### config.mk
export PLATFORM = sky130hd
export DESIGN_NAME = cdm_debug_unit
export DESIGN_NICKNAME = d
export VERILOG_FILES = /design/src/verilog/cdm_pkg.sv /design/src/verilog/cdm_halt_sync.sv /design/src/verilog/cdm_debug_unit.sv
export SDC_FILE = /design/constraint.sdc
export NUM_CORES = 1
export LEC_CHECK = 0
export BUFFER_PORTS_ARGS = -buffer_cell sky130_fd_sc_hd__buf_2
export CORE_MARGIN = 5
export CORE_UTILIZATION = 44
export DETAILED_ROUTE_END_ITERATION = 8
export GPL_TIMING_DRIVEN = 1
export PLACE_DENSITY = 0.95
export SLEW_MARGIN = 20
export SYNTH_ARGS = -nofsm -noshare
export SYNTH_HDL_FRONTEND = slang
export SYNTH_SLANG_ARGS = --single-unit
### constraint.sdc
create_clock -name sys_clk_in -period 5 [get_ports sys_clk_in]
set_input_delay 0 -clock sys_clk_in [delete_from_list [all_inputs] [get_ports sys_clk_in]]
set_output_delay 0 -clock sys_clk_in [all_outputs]
set_load 0.05 [all_outputs]
### src/verilog/cdm_pkg.sv
`default_nettype none
package cdm_pkg;

	// ************************************************************
	// Register window placement
	// ************************************************************
	localparam logic [31:0] CDM_BASE_ADDR = 32'h8100_0000;
	localparam logic [9:0] CDM_OFS_CTRL = 10'h000;
	localparam logic [9:0] CDM_OFS_GPR0_LO = 10'h200;
	localparam logic [9:0] CDM_OFS_GPR0_HI = 10'h27C;
	localparam logic [9:0] CDM_OFS_GPR1_LO = 10'h280;
	localparam logic [9:0] CDM_OFS_GPR1_HI = 10'h2FC;
	localparam logic [9:0] CDM_OFS_SPR_LO = 10'h300;
	localparam logic [9:0] CDM_OFS_SPR_HI = 10'h36C;

	// ************************************************************
	// Control register fields and reset value
	// ************************************************************
	localparam int CDM_BIT_DEBUG_MODE = 0;
	localparam int CDM_BIT_UART_SEL = 1;
	localparam int CDM_BIT_SPACEWIRE_PORT0_DEBUG_SELECT_SEL = 2;
	localparam int CDM_BIT_SPACEWIRE_PORT1_DEBUG_SELECT_SEL = 3;
	localparam logic [3:0] CDM_CTRL_RESET = 4'h2;

	// ************************************************************
	// Timing
	// ************************************************************
	localparam int CDM_SYNC_STAGES = 2;
	// Cycles the core is held after reset while the halt pin settles
	localparam logic [1:0] CDM_BOOT_HOLD_CYCLES = 2'h3;

	// ************************************************************
	// Types
	// ************************************************************
	typedef enum logic [1:0]
	{
		CDM_SPACE_NONE,
		CDM_SPACE_GPR0,
		CDM_SPACE_GPR1,
		CDM_SPACE_SPR
	} cdm_space_t;

	typedef struct packed
	{
		logic write;
		cdm_space_t space;
		logic [4:0] index;
		logic [31:0] wdata;
	} cdm_core_req_t;

endpackage
`default_nettype wire

### src/verilog/cdm_halt_sync.sv
`timescale 1ns/100ps
`default_nettype none
module cdm_halt_sync
	import cdm_pkg::*;
(
	// Clock and reset
	input wire logic sys_clk_in,
	input wire logic rst_n_in,
	// Raw pin
	input wire logic pin_in,
	// Synchronised level and edges
	output logic level_out,
	output logic rise_out,
	output logic fall_out
);

	logic meta;
	logic stable;
	logic prev;

	// Two-flop synchroniser, then one flop for edge detection
	always_ff @(posedge sys_clk_in or negedge rst_n_in)
	begin
		if (!rst_n_in)
		begin
			meta <= 1'b0;
			stable <= 1'b0;
			prev <= 1'b0;
		end
		else
		begin
			meta <= pin_in;
			stable <= meta;
			prev <= stable;
		end
	end

	// Edges taken from the synchronised level only
	assign level_out = stable;
	assign rise_out = stable & ~prev;
	assign fall_out = ~stable & prev;

	a_rise_edge: assert property (@(posedge sys_clk_in)
		disable iff (!rst_n_in) rise_out |-> level_out && !$past(stable))
		else $error("rise pulse without a low to high change");

endmodule
`default_nettype wire

### src/verilog/cdm_debug_unit.sv
`timescale 1ns/100ps
`default_nettype none
// What this block does
// - Debug mode holds the core fully idle
// - Halt pin rising edge enters debug mode
// - Software writing one enters debug mode
// - Halt pin falling edge or write zero exits
// - Write zero ignored while halt pin high
// - Halt high at reset enters debug as the boot hold ends
// - Selected bus masters reach core in debug
// - Control register layout, offset zero, resets
// - UART select bit gates UART debug access
// - SpaceWire select bits gate each port
// - GPR banks at 0x200 and 0x280
// - Special registers at 0x300 to 0x36C
// - Core registers only in debug; control always
// - Window answers at base 0x8100_0000
// - Unused upper bits read zero, writes ignored
// - Pipeline drains before core halts
// - Core resumes after last completed instruction
module cdm_debug_unit
	import cdm_pkg::*;
(
	// Clock and reset
	input wire logic sys_clk_in,
	input wire logic rst_n_in,
	// External halt request pin
	input wire logic halt_pin_in,
	// Peripheral bus slave
	input wire logic psel_in,
	input wire logic penable_in,
	input wire logic pwrite_in,
	input wire logic [31:0] paddr_in,
	input wire logic [31:0] pwdata_in,
	output logic [31:0] prdata_out,
	output logic pready_out,
	output logic pslverr_out,
	// Core control
	output logic core_halt_out,
	input wire logic core_halted_in,
	// Core register access port
	output logic core_req_valid_out,
	output cdm_core_req_t core_req_out,
	input wire logic core_ack_in,
	input wire logic [31:0] core_rdata_in,
	// Debug master permissions
	output logic uart_debug_en_out,
	output logic spacewire_port0_debug_en_out,
	output logic spacewire_port1_debug_en_out,
	output logic debug_active_out
);

	// ************************************************************
	// Address decoding
	// ************************************************************

	// Maps a window offset to a core register space
	function automatic cdm_space_t decode_space(input logic [9:0] ofs);
		if (ofs >= CDM_OFS_GPR0_LO && ofs <= CDM_OFS_GPR0_HI)
			decode_space = CDM_SPACE_GPR0;
		else if (ofs >= CDM_OFS_GPR1_LO && ofs <= CDM_OFS_GPR1_HI)
			decode_space = CDM_SPACE_GPR1;
		else if (ofs >= CDM_OFS_SPR_LO && ofs <= CDM_OFS_SPR_HI)
			decode_space = CDM_SPACE_SPR;
		else
			decode_space = CDM_SPACE_NONE;
	endfunction

	logic hold_level;
	logic hold_rise;
	logic hold_fall;
	logic debug_mode_bit;
	logic uart_debug_select;
	logic spacewire_port0_debug_select;
	logic spacewire_port1_debug_select;
	logic [1:0] boot_count;
	logic done;
	logic err;
	logic in_window;
	logic aligned;
	logic is_ctrl;
	cdm_space_t space;
	logic is_core;
	logic access;
	logic core_allowed;
	logic ctrl_write;

	// Window hit on base address and word alignment
	assign in_window = paddr_in[31:10] == CDM_BASE_ADDR[31:10];
	assign aligned = paddr_in[1:0] == 2'h0;
	assign space = decode_space(paddr_in[9:0]);
	assign is_ctrl = in_window && paddr_in[9:0] == CDM_OFS_CTRL;
	assign is_core = in_window && aligned && space != CDM_SPACE_NONE;
	assign access = psel_in && penable_in && !done;
	// Core registers only once the core has drained and stopped
	assign core_allowed = debug_mode_bit && core_halted_in;
	assign ctrl_write = access && is_ctrl && pwrite_in;

	// ************************************************************
	// Halt pin synchroniser
	// ************************************************************
	cdm_halt_sync u_halt_sync
	(
		.sys_clk_in(sys_clk_in),
		.rst_n_in(rst_n_in),
		.pin_in(halt_pin_in),
		.level_out(hold_level),
		.rise_out(hold_rise),
		.fall_out(hold_fall)
	);

	// ************************************************************
	// Debug mode state
	// ************************************************************

	// Entry by pin edge or write of one; entry wins over a clear
	always_ff @(posedge sys_clk_in or negedge rst_n_in)
	begin
		if (!rst_n_in)
			debug_mode_bit <= CDM_CTRL_RESET[CDM_BIT_DEBUG_MODE];
		else if (hold_rise)
			debug_mode_bit <= 1'b1;
		else if (ctrl_write && pwdata_in[CDM_BIT_DEBUG_MODE])
			debug_mode_bit <= 1'b1;
		else if (hold_fall)
			debug_mode_bit <= 1'b0;
		else if (ctrl_write && !hold_level)
			debug_mode_bit <= 1'b0;
	end

	// Master select bits; bits above 3 are not stored
	always_ff @(posedge sys_clk_in or negedge rst_n_in)
	begin
		if (!rst_n_in)
		begin
			uart_debug_select <= CDM_CTRL_RESET[CDM_BIT_UART_SEL];
			spacewire_port0_debug_select <= CDM_CTRL_RESET[CDM_BIT_SPACEWIRE_PORT0_DEBUG_SELECT_SEL];
			spacewire_port1_debug_select <= CDM_CTRL_RESET[CDM_BIT_SPACEWIRE_PORT1_DEBUG_SELECT_SEL];
		end
		else if (ctrl_write)
		begin
			uart_debug_select <= pwdata_in[CDM_BIT_UART_SEL];
			spacewire_port0_debug_select <= pwdata_in[CDM_BIT_SPACEWIRE_PORT0_DEBUG_SELECT_SEL];
			spacewire_port1_debug_select <= pwdata_in[CDM_BIT_SPACEWIRE_PORT1_DEBUG_SELECT_SEL];
		end
	end

	// Keeps the core stopped until a pin held at reset is seen
	always_ff @(posedge sys_clk_in or negedge rst_n_in)
	begin
		if (!rst_n_in)
			boot_count <= CDM_BOOT_HOLD_CYCLES;
		else if (boot_count != 2'h0)
			boot_count <= boot_count - 2'h1;
	end

	// Halt is a level; the core drains its pipeline and resumes itself
	assign core_halt_out = debug_mode_bit || boot_count != 2'h0;
	assign debug_active_out = debug_mode_bit;
	assign uart_debug_en_out = debug_mode_bit && uart_debug_select;
	assign spacewire_port0_debug_en_out =
		debug_mode_bit && spacewire_port0_debug_select;
	assign spacewire_port1_debug_en_out =
		debug_mode_bit && spacewire_port1_debug_select;

	// ************************************************************
	// Bus answer
	// ************************************************************

	// Core access request while the bus waits
	assign core_req_valid_out = access && is_core && core_allowed;
	assign core_req_out.write = pwrite_in;
	assign core_req_out.space = space;
	assign core_req_out.index = paddr_in[6:2];
	assign core_req_out.wdata = pwdata_in;

	// Finishes an access one cycle after it is decided
	always_ff @(posedge sys_clk_in or negedge rst_n_in)
	begin
		if (!rst_n_in)
		begin
			done <= 1'b0;
			err <= 1'b0;
			prdata_out <= 32'h0000_0000;
		end
		else if (done)
		begin
			done <= 1'b0;
			err <= 1'b0;
		end
		else if (access && is_ctrl)
		begin
			done <= 1'b1;
			prdata_out <= {28'h000_0000, spacewire_port1_debug_select,
				spacewire_port0_debug_select, uart_debug_select,
				debug_mode_bit};
		end
		else if (access && is_core && core_allowed)
		begin
			if (core_ack_in)
			begin
				done <= 1'b1;
				prdata_out <= pwrite_in ? 32'h0000_0000 : core_rdata_in;
			end
		end
		else if (access)
		begin
			// Unmapped, or core register unless halted in debug mode
			done <= 1'b1;
			err <= 1'b1;
			prdata_out <= 32'h0000_0000;
		end
	end

	assign pready_out = done;
	assign pslverr_out = done && err;

	// ************************************************************
	// Checks
	// ************************************************************
	a_halt_in_debug: assert property (@(posedge sys_clk_in)
		disable iff (!rst_n_in) debug_mode_bit |-> core_halt_out)
		else $error("core not halted in debug mode");

	a_pin_enters: assert property (@(posedge sys_clk_in)
		disable iff (!rst_n_in) hold_rise |=> debug_mode_bit)
		else $error("pin rise did not enter debug mode");

	a_sw_enters: assert property (@(posedge sys_clk_in)
		disable iff (!rst_n_in)
		ctrl_write && pwdata_in[0] |=> debug_mode_bit)
		else $error("write of one did not enter debug mode");

	a_pin_exits: assert property (@(posedge sys_clk_in)
		disable iff (!rst_n_in)
		hold_fall && !(ctrl_write && pwdata_in[0]) |=> !debug_mode_bit)
		else $error("pin fall did not leave debug mode");

	a_clear_blocked: assert property (@(posedge sys_clk_in)
		disable iff (!rst_n_in)
		debug_mode_bit && hold_level && !hold_fall |=> debug_mode_bit)
		else $error("debug mode left while halt pin high");

	// Only a pin already high as the hold ends counts as held at reset
	a_boot_hold: assert property (@(posedge sys_clk_in)
		disable iff (!rst_n_in)
		$rose(boot_count == 2'h0) && hold_level && $past(hold_level)
		|-> debug_mode_bit)
		else $error("halt at reset did not reach debug mode");

	a_uart_gate: assert property (@(posedge sys_clk_in)
		disable iff (!rst_n_in)
		uart_debug_en_out |-> uart_debug_select && debug_mode_bit)
		else $error("uart debug enabled without select");

	a_core_gate: assert property (@(posedge sys_clk_in)
		disable iff (!rst_n_in)
		core_req_valid_out |-> debug_mode_bit && space != CDM_SPACE_NONE
		&& in_window)
		else $error("core access outside debug mode or window");

	a_ctrl_read: assert property (@(posedge sys_clk_in)
		disable iff (!rst_n_in)
		access && is_ctrl |=> pready_out && !pslverr_out
		&& prdata_out[31:4] == 28'h000_0000)
		else $error("control register answer wrong");

	a_base_check: assert property (@(posedge sys_clk_in)
		disable iff (!rst_n_in)
		access && paddr_in[31:10] != CDM_BASE_ADDR[31:10] |=> pslverr_out)
		else $error("access outside window not refused");

endmodule
`default_nettype wire

==> flow_results.xml, run 1 <==
<?xml version="1.0" encoding="UTF-8"?>
<metrics>
  <group name="synth">
    <metric name="syn-mean-instance-area" unit="sq um">9.91</metric>
    <metric name="synth_flop_cell" unit="">dfrtp_1</metric>
    <metric name="synthMostInstantiatedCell" unit="">dfrtp_1</metric>
    <metric name="synth_fp_nets" unit="">359</metric>
    <metric name="synth_cell_type_count" unit="">36</metric>
    <metric name="count_of_flip_flops_with_a_built_in_enable_after_synthesis" unit="">0</metric>
    <metric name="synth.ff_latch_count" unit="">43</metric>
    <metric name="synth_area_leaders" unit="">dfrtp_1, buf_4, o31ai_2</metric>
    <metric name="yosys_warnings" unit="">0</metric>
    <metric name="syn-cell-area" unit="sq um">2510</metric>
    <metric name="synth_top_cell_by_area" unit="">dfrtp_1</metric>
    <metric name="post-synth-top-area-fraction" unit="">0.399</metric>
    <metric name="gate_count_post_synth" unit="">253</metric>
    <metric name="ys_seq_area_frac" unit="">0.431</metric>
    <metric name="synth-async-reset-ratio" unit="">1.00</metric>
    <metric name="synth.cells.most_frequent" unit="">dfrtp_1, buf_4, inv_1, o21ai_0, o31ai_2</metric>
  </group>
  <group name="die">
    <metric name="row_count" unit="">27</metric>
    <metric name="core_area" unit="sq um">5510</metric>
    <metric name="die_area" unit="sq um">7310</metric>
    <metric name="initial_utilization" unit="">0.455</metric>
    <metric name="die-width" unit="um">85.5</metric>
    <metric name="ioPinCount" unit="">184</metric>
    <metric name="dieHeight" unit="um">85.5</metric>
  </group>
  <group name="placed_design">
    <metric name="placed_cell_area" unit="sq um">2910</metric>
    <metric name="place.port_buffers" unit="">127</metric>
    <metric name="dp_worst_setup_slack" unit="ns">2.70</metric>
    <metric name="place.detailed.hpwl" unit="mm">5.08</metric>
    <metric name="gp_congestion" unit="">0.898</metric>
  </group>
  <group name="timing">
    <metric name="final_max_slew_viol_count" unit="">0</metric>
    <metric name="worst_slack" unit="ns">2.68</metric>
    <metric name="setup_viol_count_final" unit="">0</metric>
    <metric name="tightestPinTransition" unit="ns">0.957</metric>
    <metric name="hold_ws" unit="ns">0.0000193</metric>
    <metric name="rsz_0062_raised_after_global_routing" unit="">false</metric>
    <metric name="final_hold_viol_count" unit="">0</metric>
    <metric name="normalized_max_slew_margin" unit="">0.362</metric>
    <metric name="max_freq" unit="MHz">431</metric>
    <metric name="skew" unit="ns">0.00843</metric>
    <metric name="finalSetupTns" unit="ns">0</metric>
    <metric name="period_needed" unit="ns">2.32</metric>
    <metric name="final_min_period_over_clock_period" unit="">0.464</metric>
  </group>
  <group name="drt">
    <metric name="routedWlPerCell" unit="um">15.5</metric>
    <metric name="route.antenna.remaining_nets" unit="">0</metric>
    <metric name="routed_via_density" unit="">4.99</metric>
    <metric name="drt_first_iter_violations" unit="">105</metric>
    <metric name="finalWirelength" unit="mm">6.97</metric>
    <metric name="drt_first_pass_iters" unit="">5</metric>
    <metric name="remaining_drc_errors" unit="">0</metric>
    <metric name="via_count" unit="">2242</metric>
  </group>
  <group name="cts">
    <metric name="clock-sinks" unit="">43</metric>
    <metric name="cts.htree.levels" unit="">2</metric>
    <metric name="root_buffer" unit="">clkbuf_8</metric>
    <metric name="postCtsResizedCells" unit="">0</metric>
    <metric name="cts_tree" unit="">built</metric>
    <metric name="tritoncts.num_buffers" unit="">5</metric>
    <metric name="post-cts-setup-buffer-count" unit="">0</metric>
    <metric name="cts_max_path_buffers" unit="">2</metric>
    <metric name="clk-insertion-delay-late" unit="ns">0.29</metric>
    <metric name="hold_fix_buffers_at_cts" unit="">37</metric>
    <metric name="worst_setup_hold_path_clk_slew" unit="ns">0.08</metric>
  </group>
  <group name="hold_path">
    <metric name="worst_hold_path.endpoint" unit="">core_req_out[8]</metric>
    <metric name="hold_class" unit="">in -&gt; out</metric>
    <metric name="timing.hold.worst_path_depth" unit="">0</metric>
    <metric name="worst_min_delay_path_startpoint" unit="">pwdata_in[8]</metric>
  </group>
  <group name="setup_path">
    <metric name="critPathMaxFanout" unit="">34</metric>
    <metric name="critPathBufInv" unit="">0</metric>
    <metric name="critical-path-top-delay-family" unit="">simple AND/OR/NAND/NOR gates</metric>
    <metric name="worstSetupPathType" unit="">reg -&gt; reg</metric>
    <metric name="crit-reg2reg-launch" unit="">pready_out</metric>
    <metric name="worst-r2r-setup-slack" unit="ns">2.68</metric>
    <metric name="number_of_cells_on_the_worst_reg_to_reg_path" unit="">4</metric>
    <metric name="critical_path.endpoint_type" unit="">register</metric>
    <metric name="path_cells" unit="">or2_2, nor4_2, nand2_1, mux2_2</metric>
    <metric name="cp-start-kind" unit="">register</metric>
    <metric name="cp_data_required_time" unit="ns">5.18</metric>
    <metric name="arrival_time_of_data_at_the_critical_path_endpoint" unit="ns">2.50</metric>
    <metric name="cp_slowest_cell" unit="">nor4_2</metric>
    <metric name="worstReg2RegEnd" unit="">spacewire_port0_debug_select</metric>
    <metric name="slowest_stage_delay_on_critical_path" unit="ns">0.70</metric>
  </group>
  <group name="grt">
    <metric name="grt_overflow_total" unit="">0</metric>
    <metric name="grt_start_max_net_pins" unit="">44</metric>
    <metric name="antenna_found_initial" unit="">0</metric>
    <metric name="grt_pass1_wl" unit="mm">11.1</metric>
    <metric name="number_of_global_route_vias_before_repair" unit="">2328</metric>
    <metric name="track_usage" unit="">0.187</metric>
  </group>
  <group name="cells_and_area">
    <metric name="stdcell_area" unit="sq um">3420</metric>
    <metric name="post_route_cells_drive_above_1_share" unit="">0.451</metric>
    <metric name="area_overhead_of_the_layout_relative_to_synthesis" unit="%">36.3</metric>
    <metric name="fill_cells" unit="">449</metric>
    <metric name="num-nets-final" unit="">482</metric>
    <metric name="num_antenna_cells" unit="">0</metric>
  </group>
  <group name="run_status">
    <metric name="status" unit="">completed</metric>
  </group>
  <group name="pwr">
    <metric name="power.share.sequential" unit="">0.440</metric>
    <metric name="p_sw_frac" unit="">0.249</metric>
    <metric name="sw_pwr" unit="W">0.000201</metric>
    <metric name="cellLeakagePower" unit="nW">1.81</metric>
    <metric name="pwr_density_cell" unit="nW/um^2">236</metric>
    <metric name="irDropWorstVdd" unit="mV">0.151</metric>
    <metric name="p_int" unit="W">0.000606</metric>
    <metric name="comb_power_share" unit="">0.165</metric>
    <metric name="clock_power_share" unit="">0.394</metric>
  </group>
  <group name="job">
    <metric name="drv.max_cap_violation_count" unit="">0</metric>
  </group>
</metrics>
## worst reg2reg max path, cell delays in order (launching register included)
cell     delay (ns)
dfrtp_1        0.42
or2_2          0.52
nor4_2         0.72
nand2_1        0.24
mux2_2         0.32
## area by class of cell
type,count,area [sq um],share of cell area
clock buffer,5,68.8,0.0201
inverter,32,120,0.0352
tap,72,90.1,0.0264
clock inverter,3,67.6,0.0198
timing repair buffer,167,1030,0.301
multi-input combinational,127,962,0.282
sequential,43,1080,0.316
## layout by cell type (no fill, tap or decap)
cell	instances
nor4_1	7
nand3_1	2
a221o_1	4
inv_1	32
o21ai_1	1
nor4_2	1
clkbuf_8	5
a2111oi_4	1
o21a_1	4
bufinv_16	2
dlygate4sd3_1	37
a21oi_1	3
a21bo_1	1
a22o_1	1
or4b_1	1
o21ai_0	30
nand2b_1	3
buf_2	127
buf_4	3
nand4_1	3
o31ai_1	9
ha_1	2
nor4b_2	2
o211ai_1	1
nor2b_1	3
nor2_1	3
or2_2	2
xnor2_1	1
a211o_1	1
mux2_2	3
clkinvlp_4	1
nand2_1	11
or2_0	1
o31ai_2	20
and2_1	5
dfrtp_1	40
a2111oi_0	1
dfstp_2	3
## logic make-up (layout without fill, tap and decap cells)
kind of cell | Yosys count | in the layout | synth area share
buffers and inverters | 83 | 207 | 0.190
muxes | 3 | 3 | 0.0135
DFF | 43 | 43 | 0.431
AOI/OAI and AO/OA | 77 | 77 | 0.246
and+or+nand+nor | 44 | 44 | 0.106
adders and majority gates | 2 | 2 | 0.00998
xor gates and xnor gates | 1 | 1 | 0.00350
## stage by stage
| stage | total power [W] | std cells | util |
|---|---|---|---|
| 3_5_place_dp | 0.000473 | 404 | 0.529 |
| 3_3_place_gp | 0.000470 | 404 | 0.529 |
| 5_1_grt | 0.000839 | 449 | 0.621 |
| 6_report | 0.000807 | 449 | 0.621 |
| 2_1_floorplan | 0.000486 | 253 | - |
| 4_1_cts | 0.000817 | 449 | 0.621 |
## state kept, by name (all words and copies together), names as in the netlist
| register | cells |
|---|---|
| debug_active_out | 1 |
| u_halt_sync.prev | 1 |
| spacewire_port0_debug_select | 1 |
| prdata_out | 32 |
| uart_debug_select | 1 |
| pready_out | 1 |
| err | 1 |
| u_halt_sync.meta | 1 |
| spacewire_port1_debug_select | 1 |
| boot_count | 2 |
| u_halt_sync.level_out | 1 |
## routing by layer
layer | routed length (um) | global-route usage | up-vias | share of wire
met5 | 0 | 0 | - | 0
met4 | 115 | 0.0518 | 0 | 0.017
met3 | 555 | 0.0485 | 18 | 0.080
met2 | 3470 | 0.327 | 101 | 0.50
met1 | 2830 | 0.226 | 1035 | 0.41
li1 | - | - | 1088 | -
## worst max-delay path by stage
stage,startpoint,to,slack (ns),depth (start not counted)
6_report,pready_out,spacewire_port0_debug_select,2.68,4
5_1_grt,pready_out,spacewire_port1_debug_select,2.55,4
4_1_cts,pready_out,spacewire_port0_debug_select,2.68,4
3_5_place_dp,pready_out,spacewire_port0_debug_select,2.70,4
3_3_place_gp,pready_out,spacewire_port1_debug_select,2.78,4
2_1_floorplan,pready_out,err,1.16,4
## power groups by stage
stage               Combinational (W)  Sequential, W  Clock (W)
finish                       0.000134       0.000356   0.000318
global route                 0.000144       0.000356   0.000338
CTS                          0.000134       0.000355   0.000328
detailed placement           0.000111       0.000362          0
global placement             0.000108       0.000362          0
floorplan                    0.000120       0.000366          0
Note: power is estimated with default switching activity, not from simulation.
==> run 2, diff against run 1 <==
CORE_UTILIZATION = 41   (was 44)
PLACE_DENSITY = 0.92   (was 0.95)
clock period = 2.35 ns   (was 5 ns; I/O delays follow)
==> run 2 against run 1 <==
Effect of this change: flip-flop and latch count unchanged; critical path depth increased by 1; die area rose by 6.4%; combinational power increased by 120%; sequential share of layout area down 0.23 points; highest routed layer unchanged; non-clock buffer count up 4; clock-buffer cell count up 2; hold slack about the same; setup slack worse by 2.3 ns; first-iteration DRC count decreased by 53%; total power rose by 94%.
==> flow_results.xml, run 2 (synthesized netlist as in run 1, its figures left out) <==
<?xml version="1.0" encoding="UTF-8"?>
<metrics>
  <group name="run_status">
    <metric name="status" unit="">completed</metric>
  </group>
  <group name="pwr">
    <metric name="power.share.sequential" unit="">0.484</metric>
    <metric name="comb_power_share" unit="">0.186</metric>
    <metric name="pwr_density_cell" unit="nW/um^2">454</metric>
    <metric name="p_int" unit="W">0.00114</metric>
    <metric name="clock_power_share" unit="">0.330</metric>
    <metric name="p_sw_frac" unit="">0.273</metric>
    <metric name="irDropWorstVdd" unit="mV">0.297</metric>
    <metric name="sw_pwr" unit="W">0.000427</metric>
    <metric name="cellLeakagePower" unit="nW">1.82</metric>
  </group>
  <group name="placed_design">
    <metric name="placed_cell_area" unit="sq um">2970</metric>
    <metric name="place.detailed.hpwl" unit="mm">5.02</metric>
    <metric name="place.detailed.instances" unit="">411</metric>
    <metric name="place.port_buffers" unit="">127</metric>
    <metric name="gp_congestion" unit="">0.922</metric>
  </group>
  <group name="cts">
    <metric name="root_buffer" unit="">clkbuf_8</metric>
    <metric name="post-cts-setup-buffer-count" unit="">0</metric>
    <metric name="hold_fix_buffers_at_cts" unit="">37</metric>
    <metric name="tritoncts.num_buffers" unit="">5</metric>
    <metric name="clk-insertion-delay-late" unit="ns">0.29</metric>
    <metric name="cts.htree.levels" unit="">2</metric>
    <metric name="cts_tree" unit="">built</metric>
    <metric name="clock-sinks" unit="">43</metric>
    <metric name="cts_max_path_buffers" unit="">2</metric>
    <metric name="worst_setup_hold_path_clk_slew" unit="ns">0.08</metric>
    <metric name="postCtsResizedCells" unit="">0</metric>
  </group>
  <group name="die">
    <metric name="row_count" unit="">28</metric>
    <metric name="ioPinCount" unit="">184</metric>
    <metric name="dieHeight" unit="um">88.2</metric>
    <metric name="die-width" unit="um">88.2</metric>
    <metric name="initial_utilization" unit="">0.423</metric>
    <metric name="die_area" unit="sq um">7780</metric>
    <metric name="core_area" unit="sq um">5920</metric>
  </group>
  <group name="cells_and_area">
    <metric name="num_antenna_cells" unit="">0</metric>
    <metric name="num-nets-final" unit="">486</metric>
    <metric name="layout.cells.most_common" unit="">buf_2</metric>
    <metric name="post_route_cells_drive_above_1_share" unit="">0.462</metric>
    <metric name="layout_top_registers" unit="">prdata_out (32), boot_count (2)</metric>
    <metric name="final_cell_mix" unit="">buf_2, dfrtp_1, dlygate4sd3_1</metric>
    <metric name="regMostFlops" unit="">prdata_out</metric>
    <metric name="flip_flop_count_of_the_largest_register_after_layout" unit="">32</metric>
    <metric name="area_overhead_of_the_layout_relative_to_synthesis" unit="%">37.3</metric>
    <metric name="stdcell_area" unit="sq um">3440</metric>
    <metric name="layoutNonFillerInstCount" unit="">456</metric>
    <metric name="fill_cells" unit="">516</metric>
  </group>
  <group name="drt">
    <metric name="routed_via_density" unit="">5.02</metric>
    <metric name="drt_first_pass_iters" unit="">4</metric>
    <metric name="finalWirelength" unit="mm">7.18</metric>
    <metric name="route.antenna.remaining_nets" unit="">0</metric>
    <metric name="drt_first_iter_violations" unit="">49</metric>
    <metric name="routedWlPerCell" unit="um">15.7</metric>
    <metric name="remaining_drc_errors" unit="">0</metric>
    <metric name="via_count" unit="">2291</metric>
  </group>
  <group name="setup_path">
    <metric name="critPathBufInv" unit="">1</metric>
    <metric name="cp-start-kind" unit="">register</metric>
    <metric name="slowest_stage_delay_on_critical_path" unit="ns">0.55</metric>
    <metric name="critical-path-top-delay-family" unit="">simple AND/OR/NAND/NOR gates</metric>
    <metric name="cp_slowest_cell" unit="">or4b_1</metric>
    <metric name="critPathMaxFanout" unit="">28</metric>
    <metric name="arrival_time_of_data_at_the_critical_path_endpoint" unit="ns">2.15</metric>
    <metric name="cp_data_required_time" unit="ns">2.54</metric>
    <metric name="critical_path.endpoint_type" unit="">register</metric>
    <metric name="path_cells" unit="">nor2_1, nand4_1, or4b_1, buf_4, o31ai_1</metric>
    <metric name="worstSetupPathType" unit="">reg -&gt; reg</metric>
  </group>
  <group name="job">
    <metric name="drv.max_cap_violation_count" unit="">0</metric>
  </group>
  <group name="timing">
    <metric name="skew" unit="ns">0.00733</metric>
    <metric name="normalized_max_slew_margin" unit="">0.637</metric>
    <metric name="tightestPinTransition" unit="ns">0.545</metric>
    <metric name="final_min_period_over_clock_period" unit="">0.834</metric>
    <metric name="finalSetupTns" unit="ns">0</metric>
    <metric name="final_hold_viol_count" unit="">0</metric>
    <metric name="final_max_slew_viol_count" unit="">0</metric>
    <metric name="setup_viol_count_final" unit="">0</metric>
    <metric name="max_freq" unit="MHz">510</metric>
    <metric name="period_needed" unit="ns">1.96</metric>
    <metric name="rsz_0062_raised_after_global_routing" unit="">false</metric>
  </group>
  <group name="hold_path">
    <metric name="hold_class" unit="">in -&gt; out</metric>
  </group>
  <group name="grt">
    <metric name="grt_overflow_total" unit="">0</metric>
    <metric name="track_usage" unit="">0.193</metric>
    <metric name="antenna_found_initial" unit="">0</metric>
    <metric name="number_of_global_route_vias_before_repair" unit="">2433</metric>
    <metric name="grt_pass1_wl" unit="mm">11.7</metric>
    <metric name="grt_start_max_net_pins" unit="">44</metric>
  </group>
</metrics>
run 2: cell types whose count changed in the layout (fill, tap and decap cells not counted), sizes merged:
cell / before / now
buf: 130 / 134
bufinv: 2 / 0
clkbuf: 5 / 7
run 2: metrics by stage:
step / util / total power, W / setup WS [ns] / hold WS, ns
after floorplan: - / 0.00103 / 0.0257 / -0.296
after global placement: 0.501 / 0.00101 / 0.410 / 0.000341
after detailed placement: 0.501 / 0.00101 / 0.296 / 0.000341
after CTS: 0.581 / 0.00158 / 0.370 / 0.000341
after global routing: 0.581 / 0.00165 / 0.239 / 0.0000955
final: 0.581 / 0.00156 / 0.390 / 0.0000220
run 2: area by class of cell:
cell class / instances / area (sq um) / share of cell area
timing repair buffer: 171 / 1070 / 0.312
sequential: 43 / 1080 / 0.314
tap: 75 / 93.8 / 0.0273
inverter: 32 / 120 / 0.0349
multi-input combinational: 127 / 971 / 0.282
clock buffer: 7 / 96.3 / 0.0280
clock inverter: 1 / 7.51 / 0.00218
run 2: final timing paths:
kind	startpoint	to	slack, ns	cells after the start
hold / removal	pwdata_in[16]	core_req_out[16]	0.00002	0
hold reg to reg	u_halt_sync.meta	u_halt_sync.level_out	0.37	0
min in group asynchronous	rst_n_in	prdata_out[4]	0.24	2
max in group asynchronous	rst_n_in	uart_debug_select	1.74	2
setup reg to reg	pready_out	prdata_out[7]	0.39	5
setup / recovery	pready_out	prdata_out[7]	0.39	5
run 2: power groups by stage:
stage | sequential [W] | combinational (W) | clock (W)
CTS | 0.000757 | 0.000290 | 0.000538
global route | 0.000758 | 0.000316 | 0.000573
global placement | 0.000770 | 0.000236 | 0
detailed placement | 0.000771 | 0.000243 | 0
floorplan | 0.000778 | 0.000256 | 0
finish | 0.000757 | 0.000291 | 0.000516
run 2: per-layer routing:
layer  wire length [um]  track usage
met5                  0            0
met4                130       0.0687
met3                552       0.0555
met2               3790        0.343
met1               2700        0.218
==> run 3, diff against run 2 <==
CORE_UTILIZATION = 37   (was 41)
PLACE_DENSITY = 0.88   (was 0.92)
clock period = 1.7 ns   (was 2.35 ns; I/O delays follow)
==> run 3 against run 2 <==
Effect of this change: the run now ends with negative setup slack left; highest routed layer unchanged; via count is 2.7% higher; critical endpoint is now prdata_out[8]; flip-flop and latch count stayed put; design area is 10% higher; register-to-register slack worse by 0.41 ns; largest cell class is now non-clock buffers.
==> flow_results.xml, run 3 (synthesized netlist as in run 1, its figures left out) <==
<?xml version="1.0" encoding="UTF-8"?>
<metrics>
  <group name="drt">
    <metric name="routed_via_density" unit="">4.95</metric>
    <metric name="drt_first_iter_violations" unit="">85</metric>
    <metric name="routedWlPerCell" unit="um">15.8</metric>
    <metric name="route.antenna.remaining_nets" unit="">0</metric>
    <metric name="remaining_drc_errors" unit="">0</metric>
    <metric name="drt_first_pass_iters" unit="">4</metric>
    <metric name="via_count" unit="">2354</metric>
    <metric name="finalWirelength" unit="mm">7.50</metric>
  </group>
  <group name="cts">
    <metric name="clock-sinks" unit="">43</metric>
    <metric name="clk-insertion-delay-late" unit="ns">0.29</metric>
    <metric name="cts_max_path_buffers" unit="">2</metric>
    <metric name="cts_tree" unit="">built</metric>
    <metric name="worst_setup_hold_path_clk_slew" unit="ns">0.08</metric>
    <metric name="root_buffer" unit="">clkbuf_8</metric>
    <metric name="tritoncts.num_buffers" unit="">5</metric>
    <metric name="cts.htree.levels" unit="">2</metric>
  </group>
  <group name="die">
    <metric name="row_count" unit="">30</metric>
    <metric name="die-width" unit="um">92.3</metric>
    <metric name="ioPinCount" unit="">184</metric>
    <metric name="core_area" unit="sq um">6680</metric>
    <metric name="dieHeight" unit="um">92.3</metric>
    <metric name="initial_utilization" unit="">0.375</metric>
    <metric name="die_area" unit="sq um">8520</metric>
  </group>
  <group name="hold_path">
    <metric name="hold_class" unit="">in -&gt; out</metric>
  </group>
  <group name="timing">
    <metric name="final_max_slew_viol_count" unit="">0</metric>
    <metric name="tightestPinTransition" unit="ns">0.518</metric>
    <metric name="final_hold_viol_count" unit="">0</metric>
    <metric name="setup_viol_count_final" unit="">10</metric>
    <metric name="period_needed" unit="ns">1.72</metric>
    <metric name="rsz_0062_raised_after_global_routing" unit="">true</metric>
    <metric name="skew" unit="ns">0.00771</metric>
    <metric name="final_min_period_over_clock_period" unit="">1.01</metric>
    <metric name="normalized_max_slew_margin" unit="">0.654</metric>
    <metric name="max_freq" unit="MHz">580</metric>
    <metric name="worst_slack" unit="ns">-0.0227</metric>
  </group>
  <group name="placed_design">
    <metric name="gp_congestion" unit="">0.802</metric>
    <metric name="place.port_buffers" unit="">127</metric>
    <metric name="place.detailed.hpwl" unit="mm">5.33</metric>
  </group>
  <group name="setup_path">
    <metric name="critical_path.endpoint_type" unit="">register</metric>
    <metric name="cp_data_required_time" unit="ns">1.90</metric>
    <metric name="worstSetupPathType" unit="">reg -&gt; reg</metric>
    <metric name="arrival_time_of_data_at_the_critical_path_endpoint" unit="ns">1.92</metric>
    <metric name="critPathMaxFanout" unit="">7</metric>
    <metric name="cp-start-kind" unit="">register</metric>
  </group>
  <group name="grt">
    <metric name="number_of_global_route_vias_before_repair" unit="">2436</metric>
    <metric name="antenna_found_initial" unit="">0</metric>
    <metric name="track_usage" unit="">0.169</metric>
    <metric name="grt_pass1_wl" unit="mm">11.8</metric>
    <metric name="grt_overflow_total" unit="">0</metric>
    <metric name="grt_start_max_net_pins" unit="">33</metric>
  </group>
  <group name="job">
    <metric name="drv.max_cap_violation_count" unit="">0</metric>
  </group>
  <group name="cells_and_area">
    <metric name="num-nets-final" unit="">501</metric>
    <metric name="num_antenna_cells" unit="">0</metric>
    <metric name="finalCoreUtilization" unit="">0.568</metric>
    <metric name="flip_flop_count_of_the_largest_register_after_layout" unit="">32</metric>
    <metric name="layout_top_registers" unit="">prdata_out (32), boot_count (2)</metric>
    <metric name="area_overhead_of_the_layout_relative_to_synthesis" unit="%">51.4</metric>
    <metric name="final_cell_mix" unit="">buf_2, dfrtp_1, dlygate4sd3_1</metric>
    <metric name="regMostFlops" unit="">prdata_out</metric>
    <metric name="post_route_cells_drive_above_1_share" unit="">0.513</metric>
    <metric name="layout.cells.most_common" unit="">buf_2</metric>
  </group>
  <group name="pwr">
    <metric name="p_sw_frac" unit="">0.249</metric>
    <metric name="design_power_total" unit="W">0.00242</metric>
    <metric name="cellLeakagePower" unit="nW">1.98</metric>
    <metric name="irDropWorstVdd" unit="mV">0.442</metric>
    <metric name="comb_power_share" unit="">0.187</metric>
    <metric name="power.share.sequential" unit="">0.431</metric>
    <metric name="p_int" unit="W">0.00182</metric>
    <metric name="sw_pwr" unit="W">0.000601</metric>
    <metric name="clock_power_share" unit="">0.382</metric>
    <metric name="pwr_density_cell" unit="nW/um^2">637</metric>
  </group>
  <group name="run_status">
    <metric name="violations" unit="">negative setup slack</metric>
    <metric name="status" unit="">finished with violations</metric>
  </group>
</metrics>
==> run 3: cell count changes in the layout (fill, tap and decap cells not counted), sizes merged <==
| cell | change |
|---|---|
| buf | +13 |
| bufinv | +2 |
| clkbuf | +1 |
| clkinvlp | -1 |
==> run 3: metrics by stage <==
step | setup TNS (ns) | area (sq um) | setup slack, ns | hold WS, ns | std cells
after floorplan | -4.99 | 2550 | -0.180 | -0.296 | 253
after global placement | -3.21 | 3120 | -0.160 | 0.000341 | 427
after detailed placement | -4.72 | 3120 | -0.311 | -0.00110 | 427
after CTS | -0.402 | 3660 | -0.0647 | 0.000341 | 473
after global routing | -1.09 | 3790 | -0.0583 | 0.0000718 | 476
final | -0.111 | 3790 | -0.0227 | 0.0000140 | 476
==> run 3: critical path, stage by stage (launching register included) <==
cell and delay (ns):
dfrtp_2 0.43, nor2_4 0.09, nand4_1 0.12, or4b_4 0.57, clkbuf_16 0.20, o31ai_2 0.22
==> run 3: path summary, 6_finish.rpt <==
| check | slack, ns | start | end | cells after the start |
|---|---|---|---|---|
| worst min register to register | 0.36 | u_halt_sync.meta | u_halt_sync.level_out | 0 |
| min in group asynchronous | 0.22 | rst_n_in | spacewire_port0_debug_select | 2 |
| worst min-delay path | 0.00001 | pwdata_in[15] | core_req_out[15] | 0 |
| max in group asynchronous | 0.80 | rst_n_in | prdata_out[25] | 3 |
| worst max register to register | -0.02 | pready_out | prdata_out[8] | 5 |
| worst max-delay path | -0.02 | pready_out | prdata_out[8] | 5 |
==> run 3: routing by layer <==
layer	part of all wire	track usage	vias to the layer above
li1	-	-	1125
met1	0.39	0.194	1127
met2	0.54	0.315	93
met3	0.067	0.0455	9
met4	0.011	0.0309	0
met5	0	0	-
==> run 3: area by class of cell <==
cell class	count	area, sq um
clock buffer	6	72.6
clock inverter	2	60.1
fill	585	2890
inverter	32	120
multi-input combinational	127	1100
sequential	43	1080
tap	80	100
timing repair buffer	186	1260
==> run 3: what timing repair did <==
| item | in CTS | in global routing |
|---|---|---|
| hold buffers | 37 | 0 |
| cloned | 0 | 2 |
| buffers inserted | 1 | 1 |
| endpoints found under the setup margin | 30 | 36 |
| gates resized for setup | 6 | 14 |
| hold endpoints to repair | 55 | 0 |
| pin swaps | 0 | 2 |
==> run 3: power groups by stage <==
stage / Combinational (W) / Clock, W / Sequential [W]
after detailed placement: 0.000373 / 0 / 0.00106
final: 0.000453 / 0.000923 / 0.00104
after CTS: 0.000441 / 0.000956 / 0.00104
after global routing: 0.000492 / 0.000998 / 0.00104
after floorplan: 0.000357 / 0 / 0.00108
after global placement: 0.000367 / 0 / 0.00106
